## src/diag_pkg.sv

```systemverilog
// Shared constants and types for the monitor diagnostic flag logic.
// Assumes both ends run on one 40 MHz clock, hclk, with async reset hresetn.
package diag_pkg;

    // Command codes on the command link (values are our own encoding)
    typedef enum logic [3:0] {
        CMD_NONE      = 4'h0,  // No command
        CMD_CELL_CONV = 4'h1,  // Start cell conversion, arg[0] = redundancy
        CMD_AUX_CONV  = 4'h2,  // Start aux conversion
        CMD_AUX2_CONV = 4'h3,  // Start second aux conversion
        CMD_RD_STATC  = 4'h4,  // Read status group C, arg[0] = force error
        CMD_WR_CFGA1  = 4'h5,  // Write config A byte 1
        CMD_SOFT_RST  = 4'h6,  // Soft reset
        CMD_RD_SID    = 4'h7,  // Read unique identifier
        CMD_CLR_CELL  = 4'h8,  // Clear cell results
        CMD_CLR_FILT  = 4'h9,  // Clear filtered results
        CMD_CLR_S     = 4'hA,  // Clear S results
        CMD_CLR_AUX   = 4'hB,  // Clear aux results
        CMD_CLR_FLAGS = 4'hC   // Clear flags, six data bytes in arg
    } cmd_t;

    // Device operating state
    typedef enum logic [2:0] {
        ST_STANDBY = 3'b001,
        ST_REFERENCE_UP_STATE   = 3'b010,
        ST_MEASURE = 3'b100
    } dev_state_t;

    localparam int          CELLS        = 16;
    localparam int          GPIOS        = 9;
    localparam logic [15:0] CLEAR_VALUE  = 16'h8000;
    localparam int          FORCE_OVERTEMP_SHUTDOWN_FLAG_BIT = 4;
    localparam int          FORCE_TMOD_BIT = 7;
    localparam logic [3:0]  REV_CODE     = 4'h1;            // Arbitrary value
    localparam logic [47:0] SID_CODE     = 48'h0123456789AB; // Arbitrary value

    // Status group C byte 5 positions
    localparam int SC_OSC   = 0;
    localparam int SC_TMOD  = 1;
    localparam int SC_OVERTEMP_SHUTDOWN_FLAG  = 2;
    localparam int SC_SLEEP = 3;
    localparam int SC_TFLT  = 4;

    // Clear-flag data byte indices
    localparam int CFB_CELL_LO = 0;
    localparam int CFB_CELL_HI = 1;
    localparam int CFB_SUPPLY  = 4;
    localparam int CFB_DIAG    = 5;

    // Host register offsets (AHB-Lite byte addresses)
    localparam logic [7:0] A_CMD    = 8'h00;  // W: [3:0] cmd, start on write
    localparam logic [7:0] A_ARG_LO = 8'h04;  // W: argument bytes 0..3
    localparam logic [7:0] A_ARG_HI = 8'h08;  // W: argument bytes 4..5
    localparam logic [7:0] A_STAT   = 8'h0C;  // R: [0] busy [1] recovered
    localparam logic [7:0] A_RD_LO  = 8'h10;  // R: read data bits 31:0
    localparam logic [7:0] A_RD_HI  = 8'h14;  // R: read data bits 47:32
    localparam logic [7:0] A_RD_REV = 8'h18;  // R: revision + pec
    localparam logic [7:0] A_AUXCMP = 8'h1C;  // W: aux1 lo, aux2 hi; R: [0] mismatch

    // Packet error code over revision and data, shared by both ends
    function automatic logic [7:0] pec8(input logic [51:0] d);
        logic [7:0] c;
        c = 8'h00;
        for (int i = 51; i >= 0; i--) begin
            c = {c[6:0], 1'b0} ^ ((c[7] ^ d[i]) ? 8'h07 : 8'h00);
        end
        return c;
    endfunction : pec8

endpackage : diag_pkg

```

## src/diag_link_if.sv

```systemverilog
// Command link between host controller and monitor device.
// Assumes one clock; a command lasts one cycle, answer within a few cycles.
`timescale 1ns/100ps
interface diag_link_if;
    import diag_pkg::*;
    logic        cmd_valid;   // One-cycle command strobe
    cmd_t        cmd;         // Command code
    logic [47:0] cmd_arg;     // Command argument / six data bytes
    logic        rsp_valid;   // One-cycle answer strobe
    logic [47:0] rsp_data;    // Read data
    logic [3:0]  rsp_rev;     // Revision code
    logic [7:0]  rsp_pec;     // Packet error code over rev and data
    logic        fwd_soft_rst; // Soft reset forwarded to next device

    modport device (input cmd_valid, cmd, cmd_arg,
                    output rsp_valid, rsp_data, rsp_rev, rsp_pec, fwd_soft_rst);
    modport host   (output cmd_valid, cmd, cmd_arg,
                    input rsp_valid, rsp_data, rsp_rev, rsp_pec, fwd_soft_rst);
endinterface : diag_link_if

```

## src/monitor_diag.sv

```systemverilog
// Device end: diagnostic flags, open-wire sequencing and result clears.
// Assumes commands arrive synchronous to hclk over diag_link_if.
`timescale 1ns/100ps
module monitor_diag (
    input  wire logic                 hclk,
    input  wire logic                 hresetn,
    diag_link_if.device               link,
    input  wire diag_pkg::dev_state_t dev_state,        // Analog sequencer state
    input  wire logic [15:0]          cmp_threshold,    // Programmed mismatch threshold
    input  wire logic [15:0]          s_result  [16],   // S-converter results
    input  wire logic [15:0]          c_result  [16],   // C-converter results
    input  wire logic                 results_valid,    // Pulse: new result pair
    input  wire logic [15:0]          cmp_a_flag,       // Duplicate comparator A
    input  wire logic [15:0]          cmp_b_flag,       // Duplicate comparator B
    input  wire logic [47:0]          target_a_out,     // Duplicated target A
    input  wire logic [47:0]          target_b_out,     // Duplicated target B
    input  wire logic                 overtemp_trip,    // Die overtemp detector
    input  wire logic                 test_mode_entry,  // Factory test mode entered
    input  wire logic                 osc_fault,        // Oscillator check event
    input  wire logic [7:0]           supply_events,    // Supply/memory error events
    input  wire logic                 ow_cell_req,      // Request cell open-wire
    input  wire logic                 ow_cell_odd,      // Phase requested: 1 odd
    output logic [15:0]               ow_cell_sw,       // Cell open-wire switches
    output logic [8:0]                gpio_src_en,      // GPIO current sources
    output logic                      gpio_src_pullup,  // 1 pull-up, 0 pull-down
    output logic                      aux_start,        // Start first aux converter
    output logic                      aux2_start,       // Start second aux converter
    output logic [4:0]                aux_channel,      // Aux channel select
    output logic                      discharge_off,    // Gate all discharge off
    output logic                      por_req,          // Request power-on reset
    output logic                      sleep_req,        // Enter sleep
    output logic [3:0]                clear_groups      // Pulse: cell, filt, S, aux
);
    import diag_pkg::*;

    logic [15:0] cell_flag_r;     // Cell pair mismatch flags
    logic [7:0]  supply_flag_r;   // Byte 4 flags
    logic [7:0]  diag_flag_r;     // Byte 5 flags
    logic        redund_r;        // Redundant conversion in progress
    logic        cmd_done_r;      // Answer strobe
    logic [47:0] rsp_data_r;      // Answer data
    logic        fwd_r;           // Forwarded soft reset
    logic        sleep_r;         // Sleep request, after forward
    logic [15:0] ow_cell_r;       // Open-wire switch state
    logic [8:0]  gpio_r;          // Current source state
    logic        pup_r;           // Pull-up choice
    logic        aux_r, aux2_r;   // Converter start pulses
    logic [4:0]  ch_r;            // Channel select
    logic [3:0]  clr_r;           // Clear pulses

    // Command decode
    wire is_cmd     = link.cmd_valid;
    wire cell_cmd   = is_cmd && link.cmd == CMD_CELL_CONV;
    wire aux_cmd    = is_cmd && link.cmd == CMD_AUX_CONV;
    wire aux2_cmd   = is_cmd && link.cmd == CMD_AUX2_CONV;
    wire statc_cmd  = is_cmd && link.cmd == CMD_RD_STATC;
    wire cfg_cmd    = is_cmd && link.cmd == CMD_WR_CFGA1;
    wire soft_reset_cmd_cmd   = is_cmd && link.cmd == CMD_SOFT_RST;
    wire sid_cmd    = is_cmd && link.cmd == CMD_RD_SID;
    wire clrf_cmd   = is_cmd && link.cmd == CMD_CLR_FLAGS;
    wire clr_ok     = dev_state == ST_REFERENCE_UP_STATE || dev_state == ST_MEASURE;

    // Aux argument fields: [8] open-wire, [7] pull-up, [4:0] channel
    wire       ow_bit  = link.cmd_arg[8];
    wire       pup_bit = link.cmd_arg[7];
    wire [4:0] ch_sel  = link.cmd_arg[4:0];

    // Per-cell mismatch: threshold or either comparator
    logic [15:0] cell_set;
    genvar g;
    generate
        for (g = 0; g < CELLS; g++) begin : g_cmp
            wire [15:0] diff = (s_result[g] > c_result[g]) ? s_result[g] - c_result[g]
                                                           : c_result[g] - s_result[g];
            assign cell_set[g] = redund_r && results_valid &&
                                 (diff > cmp_threshold || cmp_a_flag[g] || cmp_b_flag[g]);
        end
    endgenerate

    // Events into byte 5; force-error read exercises the fault flag
    wire tflt_set = (target_a_out != target_b_out) || (statc_cmd && link.cmd_arg[0]);
    wire overtemp_shutdown_flag_set = overtemp_trip || (cfg_cmd && link.cmd_arg[FORCE_OVERTEMP_SHUTDOWN_FLAG_BIT]);
    wire tmod_set = test_mode_entry || (cfg_cmd && link.cmd_arg[FORCE_TMOD_BIT]);
    logic [7:0] diag_set;
    always_comb begin
        diag_set           = 8'h00;
        diag_set[SC_OSC]   = osc_fault;
        diag_set[SC_TMOD]  = tmod_set;
        diag_set[SC_OVERTEMP_SHUTDOWN_FLAG]  = overtemp_shutdown_flag_set;
        diag_set[SC_TFLT]  = tflt_set;
    end

    // Clear masks from data bytes 0-1, 4 and 5 of the six
    wire [15:0] cell_clr   = clrf_cmd ? link.cmd_arg[15:0]  : 16'h0000;
    wire [7:0]  supply_clr = clrf_cmd ? link.cmd_arg[39:32] : 8'h00;
    wire [7:0]  diag_clr   = clrf_cmd ? link.cmd_arg[47:40] : 8'h00;

    // Sticky flags; set wins over clear. Reset models power cycle / sleep.
    always_ff @(posedge hclk or negedge hresetn) begin
        if (!hresetn) begin
            cell_flag_r   <= 16'h0000;
            supply_flag_r <= 8'h00;
            diag_flag_r   <= 8'h08;
        end else begin
            cell_flag_r   <= (cell_flag_r & ~cell_clr) | cell_set;
            supply_flag_r <= (supply_flag_r & ~supply_clr) | supply_events;
            diag_flag_r   <= (diag_flag_r & ~diag_clr) | diag_set;
        end
    end

    // Redundancy mode of the last cell conversion; force bits act on the command itself
    always_ff @(posedge hclk or negedge hresetn) begin
        if (!hresetn) begin
            redund_r <= 1'b0;
        end else begin
            if (cell_cmd) redund_r <= link.cmd_arg[0];
        end
    end

    // Open-wire switches: only one parity at a time
    generate
        for (g = 0; g < CELLS; g++) begin : g_ow
            assign ow_cell_sw[g] = ow_cell_r[g];
        end
    endgenerate
    wire [15:0] odd_mask = 16'h5555;  // Cells 1,3,5.. are index 0,2,4..
    always_ff @(posedge hclk or negedge hresetn) begin
        if (!hresetn) ow_cell_r <= 16'h0000;
        else ow_cell_r <= !ow_cell_req ? 16'h0000
                        : (ow_cell_odd ? odd_mask : ~odd_mask);
    end

    // Aux starts: each converter only from its own command
    wire [8:0] gpio_pick = (ch_sel == 5'h00) ? 9'h1FF
                         : (ch_sel <= 5'h09) ? 9'(9'h001 << (ch_sel - 5'h01)) : 9'h000;
    always_ff @(posedge hclk or negedge hresetn) begin
        if (!hresetn) begin
            aux_r <= 1'b0; aux2_r <= 1'b0; ch_r <= 5'h00; gpio_r <= 9'h000; pup_r <= 1'b0;
        end else begin
            aux_r  <= aux_cmd;
            aux2_r <= aux2_cmd;
            if (aux_cmd) begin
                ch_r   <= ch_sel;
                gpio_r <= ow_bit ? gpio_pick : 9'h000;
                pup_r  <= pup_bit;
            end else if (aux2_cmd) begin
                ch_r   <= {1'b0, ch_sel[3:0]};
                gpio_r <= 9'h000;
            end
        end
    end

    // Answers, clears, soft reset
    wire [47:0] statc_word = {diag_flag_r, supply_flag_r, 16'h0000, cell_flag_r};
    always_ff @(posedge hclk or negedge hresetn) begin
        if (!hresetn) begin
            cmd_done_r <= 1'b0; rsp_data_r <= 48'h0; fwd_r <= 1'b0; sleep_r <= 1'b0;
            clr_r      <= 4'h0;
        end else begin
            cmd_done_r <= statc_cmd || sid_cmd;
            if (sid_cmd) rsp_data_r <= SID_CODE;
            else if (statc_cmd) rsp_data_r <= statc_word;
            fwd_r   <= soft_reset_cmd_cmd;
            sleep_r <= fwd_r;
            clr_r   <= clr_ok && is_cmd ? {link.cmd == CMD_CLR_AUX, link.cmd == CMD_CLR_S,
                       link.cmd == CMD_CLR_FILT, link.cmd == CMD_CLR_CELL} : 4'h0;
        end
    end

    assign link.rsp_valid    = cmd_done_r;
    assign link.rsp_data     = rsp_data_r;
    assign link.rsp_rev      = REV_CODE;
    assign link.rsp_pec      = pec8({REV_CODE, rsp_data_r});
    assign link.fwd_soft_rst = fwd_r;
    assign sleep_req         = sleep_r;
    assign por_req           = overtemp_trip;  // Trip alone resets; flag lags a cycle
    assign discharge_off     = overtemp_trip || diag_flag_r[SC_OVERTEMP_SHUTDOWN_FLAG];
    assign gpio_src_en       = gpio_r;
    assign gpio_src_pullup   = pup_r;
    assign aux_start         = aux_r;
    assign aux2_start        = aux2_r;
    assign aux_channel       = ch_r;
    assign clear_groups      = clr_r;
endmodule : monitor_diag

```

## src/flat_wrapper.sv

```systemverilog
// flat-port wrapper written by rule: the top's interface ports become plain ports
module monitor_diag_flat import diag_pkg::*;
  (hclk, hresetn, dev_state, cmp_threshold, s_result, c_result, results_valid, cmp_a_flag, cmp_b_flag, target_a_out, target_b_out, overtemp_trip, test_mode_entry, osc_fault, supply_events, ow_cell_req, ow_cell_odd, ow_cell_sw, gpio_src_en, gpio_src_pullup, aux_start, aux2_start, aux_channel, discharge_off, por_req, sleep_req, clear_groups, link_cmd_valid, link_cmd, link_cmd_arg, link_rsp_valid, link_rsp_data, link_rsp_rev, link_rsp_pec, link_fwd_soft_rst);
  diag_link_if link_i ();
  input  wire logic hclk;
  input  wire logic hresetn;
  input  wire diag_pkg::dev_state_t dev_state;
  input  wire logic [15:0] cmp_threshold;
  input  wire logic [15:0] s_result[16];
  input  wire logic [15:0] c_result[16];
  input  wire logic results_valid;
  input  wire logic [15:0] cmp_a_flag;
  input  wire logic [15:0] cmp_b_flag;
  input  wire logic [47:0] target_a_out;
  input  wire logic [47:0] target_b_out;
  input  wire logic overtemp_trip;
  input  wire logic test_mode_entry;
  input  wire logic osc_fault;
  input  wire logic [7:0] supply_events;
  input  wire logic ow_cell_req;
  input  wire logic ow_cell_odd;
  output logic [15:0] ow_cell_sw;
  output logic [8:0] gpio_src_en;
  output logic gpio_src_pullup;
  output logic aux_start;
  output logic aux2_start;
  output logic [4:0] aux_channel;
  output logic discharge_off;
  output logic por_req;
  output logic sleep_req;
  output logic [3:0] clear_groups;
  input wire logic [$bits(link_i.cmd_valid)-1:0] link_cmd_valid;
  input wire logic [$bits(link_i.cmd)-1:0] link_cmd;
  input wire logic [$bits(link_i.cmd_arg)-1:0] link_cmd_arg;
  output wire logic [$bits(link_i.rsp_valid)-1:0] link_rsp_valid;
  output wire logic [$bits(link_i.rsp_data)-1:0] link_rsp_data;
  output wire logic [$bits(link_i.rsp_rev)-1:0] link_rsp_rev;
  output wire logic [$bits(link_i.rsp_pec)-1:0] link_rsp_pec;
  output wire logic [$bits(link_i.fwd_soft_rst)-1:0] link_fwd_soft_rst;
  assign link_i.cmd_valid = link_cmd_valid;
  assign link_i.cmd = link_cmd;
  assign link_i.cmd_arg = link_cmd_arg;
  assign link_rsp_valid = link_i.rsp_valid;
  assign link_rsp_data = link_i.rsp_data;
  assign link_rsp_rev = link_i.rsp_rev;
  assign link_rsp_pec = link_i.rsp_pec;
  assign link_fwd_soft_rst = link_i.fwd_soft_rst;
  monitor_diag u_core (.hclk(hclk), .hresetn(hresetn), .link(link_i), .dev_state(dev_state), .cmp_threshold(cmp_threshold), .s_result(s_result), .c_result(c_result), .results_valid(results_valid), .cmp_a_flag(cmp_a_flag), .cmp_b_flag(cmp_b_flag), .target_a_out(target_a_out), .target_b_out(target_b_out), .overtemp_trip(overtemp_trip), .test_mode_entry(test_mode_entry), .osc_fault(osc_fault), .supply_events(supply_events), .ow_cell_req(ow_cell_req), .ow_cell_odd(ow_cell_odd), .ow_cell_sw(ow_cell_sw), .gpio_src_en(gpio_src_en), .gpio_src_pullup(gpio_src_pullup), .aux_start(aux_start), .aux2_start(aux2_start), .aux_channel(aux_channel), .discharge_off(discharge_off), .por_req(por_req), .sleep_req(sleep_req), .clear_groups(clear_groups));
endmodule
```

## config.mk

```make
export PLATFORM = sky130hd
export DESIGN_NAME = monitor_diag_flat
export DESIGN_NICKNAME = d
export VERILOG_FILES = /design/src/diag_pkg.sv /design/src/diag_link_if.sv /design/src/monitor_diag.sv /design/src/flat_wrapper.sv
export SDC_FILE = /design/constraint.sdc
export NUM_CORES = 2
export LEC_CHECK = 0
export ABC_AREA = 1
export BUFFER_PORTS_ARGS = -buffer_cell sky130_fd_sc_hd__buf_2
export CAP_MARGIN = 15
export CORE_AREA = 2 2 323 325
export CTS_CLUSTER_DIAMETER = 50
export DETAILED_ROUTE_END_ITERATION = 6
export DIE_AREA = 0 0 325 327
export GPL_TIMING_DRIVEN = 0
export HOLD_SLACK_MARGIN = 0.05
export PLACE_DENSITY_LB_ADDON = 0.15
export SLEW_MARGIN = 30
export SYNTH_ARGS = -nofsm -noshare
export SYNTH_HDL_FRONTEND = slang
export SYNTH_SLANG_ARGS = --single-unit
export TNS_END_PERCENT = 30
```

## constraint.sdc

```tcl
create_clock -name hclk -period 4.2 [get_ports hclk]
set_input_delay 0.63 -clock hclk [delete_from_list [all_inputs] [get_ports hclk]]
set_output_delay 0.63 -clock hclk [all_outputs]
set_load 0.02 [all_outputs]
```

==> results by group <==
Synth
  – Synth Warn #: 0
  – Seq/Total Area, Yosys: 6.59%
  – Gate Count Post-Synth: 5407
  – Top-area cell type share of the netlist area: 27.0%
  – Top post-synthesis cells by area: ha_1 27%, inv_1 13%, nand2_1 10%
  – Main synth FF type: dfrtp_1
  – Synthesized area: 35000 µm²
  – Number of flops mapped to enable cells by yosys: 0
  – Synth area leader: ha_1
  – Top cells by count, synth: 1196 x inv_1, 947 x nand2_1, 754 x ha_1, 512 x a21oi_1, 411 x o21ai_0
  – Count of cell types in the netlist: 63
  – Flops & latches, synth: 92
  – Post-Syn Area per Cell: 6.47 µm²
  – Most frequent cell after synthesis: inv_1
  – Fraction of registers with async set or reset after synthesis: 100%

Timing
  – Tcrit/Tclk final: 98.1%
  – Worst Skew: 9.16 ps
  – Final hold vios: 0
  – Worst-Margin Slew: 896 ps
  – RSZ-0062 raised after global routing: yes
  – Slew Limit Fails: 0
  – Final min period: 4120 ps
  – Final Setup Violations: 0
  – Achievable frequency: 243 MHz
  – Worst slew margin: 40.0%

Placed design
  – Placer Congestion: 0.946
  – PortBufs: 801
  – Cell area after placement: 41200 µm²
  – HPWL after DPL: 119000 µm

Global route
  – Vias in the first global route: 38049
  – Overall Global Routing Usage: 24.7%
  – First-pass GRT wire length: 209000 µm
  – Largest net degree at the start of global routing: 55
  – Initial antenna violation count: 70
  – Global route total overflow: 0

Die
  – Die X: 325 µm
  – Core ar.: 103000 µm²
  – Initial Util: 34.0%
  – Die Y: 327 µm
  – Core Rows: 118
  – Die footprint: 106000 µm²
  – IO Count: 830

Job
  – Max-Cap Viols: 0

Clock network
  – CTS root buffer: clkbuf_16
  – # H-tree levels: 3
  – CTS Buffer Depth: 2
  – TritonCTS Sinks: 92
  – Clock Latency Late Sink: 360 ps
  – TritonCTS clock tree: built
  – Clk slew on worst S/H paths: 80 ps
  – Total CTS buffers: 9

Drt
  – Initial DRC count: 1934
  – Met1 wire length: 59100 µm
  – 1st-pass router iterations: 5
  – Wire length on met2: 68300 µm
  – Via count: 39300
  – Final WL: 139000 µm
  – Top layer reached by signal wires: met5
  – Avg WL per Cell: 17.9 µm
  – WL met3: 7050 µm
  – Antenna-violating nets left: 0
  – Remaining routing DRC violations: 0
  – Vias per cell: 5.04

Setup path
  – Worst EP required: 4440 ps
  – CP Launch Type: input port
  – Setup CP Type: in2reg
  – CP Capture Type: flop
  – CP Max Fanout: 6
  – Worst Path Arrival: 4360 ps

Final layout
  – Final nets: 7891
  – Synthesis-to-finish area growth: 33.4%
  – Post-route cell area: 46600 µm²
  – Share of layout cells above drive strength 1: 27.2%
  – Fin util: 45.3%

Pwr
  – Leak Pwr: 0.0254 µW
  – Flop pwr share: 5.3%
  – NetSw: 12100 µW
  – Pwr dens: 445 nW/µm²
  – Int Pwr: 8660 µW
  – VDD IR max: 1440 µV
  – Clk pwr share: 4.2%
  – Switching share of total power: 58.3%
  – Combinational Power Share: 90.5%
  – Power, Total: 20800 µW

Hold path
  – Worst min path class: in2async

Outcome
  – Status: finished clean
[placed cells by master, fill, tap and decap left out, types with 35 or more instances in the layout]
cell type  count
inv_1       1127
nand2_1      835
buf_2        775
ha_1         655
a21oi_1      473
o21ai_0      318
nor2_1       208
buf_4        171
xor2_1       162
nand3_1      150
nand2_2      118
xnor2_1      112
dfrtp_1       85
ha_4          71
inv_2         69
nand4_1       52
nor3_1        49
nand3_2       48
o21ai_1       47
o21ai_2       41
diode_2       40
o221ai_1      40
o21a_1        35
[metrics by stage]
step / TNS [ps] / cells / hold slack, ps / worst slack [ps]
2_1_floorplan: 0 / 5417 / 334 / 69.1
3_3_place_gp: -25200 / 7598 / 424 / -2020
3_5_place_dp: -19970 / 7616 / 429 / -1820
4_1_cts: -493 / 7673 / 172 / -69.1
5_1_grt: -1190 / 7791 / 185 / -105
6_report: 0 / 7802 / 159 / 79.8
[metal layers]
metal,vias up,global-route usage [%]
met5,-,0
met4,44,7.69
met3,232,3.21
met2,1004,44.8
met1,18243,30.0
li1,19777,-
[cells by family after synthesis]
family,count (synthesis),share of synthesized area [%]
AOI/OAI and AO/OA,1292,21.9
xor gates and xnor gates,290,7.51
adders and majority gates,786,28.8
buffers and inverters,1307,14.4
DFF,92,6.59
muxes,46,1.32
other,2,0.0215
and+or+nand+nor,1592,19.5
[state kept, by name (all words and copies together), names as in the netlist, 2 cells and up]
| signal | flops |
|---|---|
| u_core.aux_channel | 5 |
| u_core.cell_flag_r | 16 |
| u_core.clear_groups | 4 |
| u_core.diag_flag_r | 8 |
| u_core.gpio_src_en | 9 |
| u_core.link.rsp_data | 33 |
| u_core.ow_cell_sw | 2 |
| u_core.supply_flag_r | 8 |
[worst max-delay path, cell delays in order]
cell and delay [ps]:
buf_2 120, ha_4 280, inv_4 50, nor3_4 220, nand3_2 110, or4_4 440
nand2_4 120, buf_8 130, mux2i_2 230, nand3b_1 170, o211ai_1 110, xnor2_1 190
inv_1 70, ha_1 290, nand3_1 90, a31oi_1 70, a31oi_1 260, a41oi_4 190
nor3_4 450, o21ai_1 110
[final timing paths]
| check | startpoint | endpoint | slack [ps] | depth (start not counted) |
|---|---|---|---|---|
| min in group hclk | u_core.link.fwd_soft_rst | u_core.sleep_req | 430 | 0 |
| min reg2reg | u_core.link.fwd_soft_rst | u_core.sleep_req | 430 | 0 |
| max | c_result[142] | u_core.cell_flag_r[7] | 80 | 20 |
| max reg2reg | u_core.redund_r | u_core.cell_flag_r[13] | 2790 | 3 |
| min | hresetn | u_core.diag_flag_r[0] | 160 | 1 |
| max in group asynchronous | hresetn | u_core.diag_flag_r[3] | 3360 | 2 |
[power groups by stage]
stage	registers, µW	clock network (µW)	logic [µW]
6_report	1100	876	18800
5_1_grt	1110	918	20600
4_1_cts	1090	885	16400
3_5_place_dp	1110	0	15700
3_3_place_gp	1110	0	15600
2_1_floorplan	1170	0	10700
[timing repair]
action | 4_1_cts | 5_1_grt
resized for setup | 425 | 574
cloned | 0 | 3
endpoints found under the setup margin | 24 | 24
setup buffers | 50 | 89
pin swaps | 126 | 248
hold buffers | 0 | 0
[cell type report]
cell class | instances | area, µm²
Antenna cell | 40 | 100
Sequential cell | 92 | 2310
Clock buffer | 9 | 225
Multi-Input combinational cell | 4018 | 31200
Fill cell | 10878 | 56300
Clock inverter | 7 | 92.6
Tap cell | 1380 | 1730
Buffer | 77 | 684
Timing Repair Buffer | 961 | 5690
Inverter | 1218 | 4630
(Power assumes the default switching activity.)
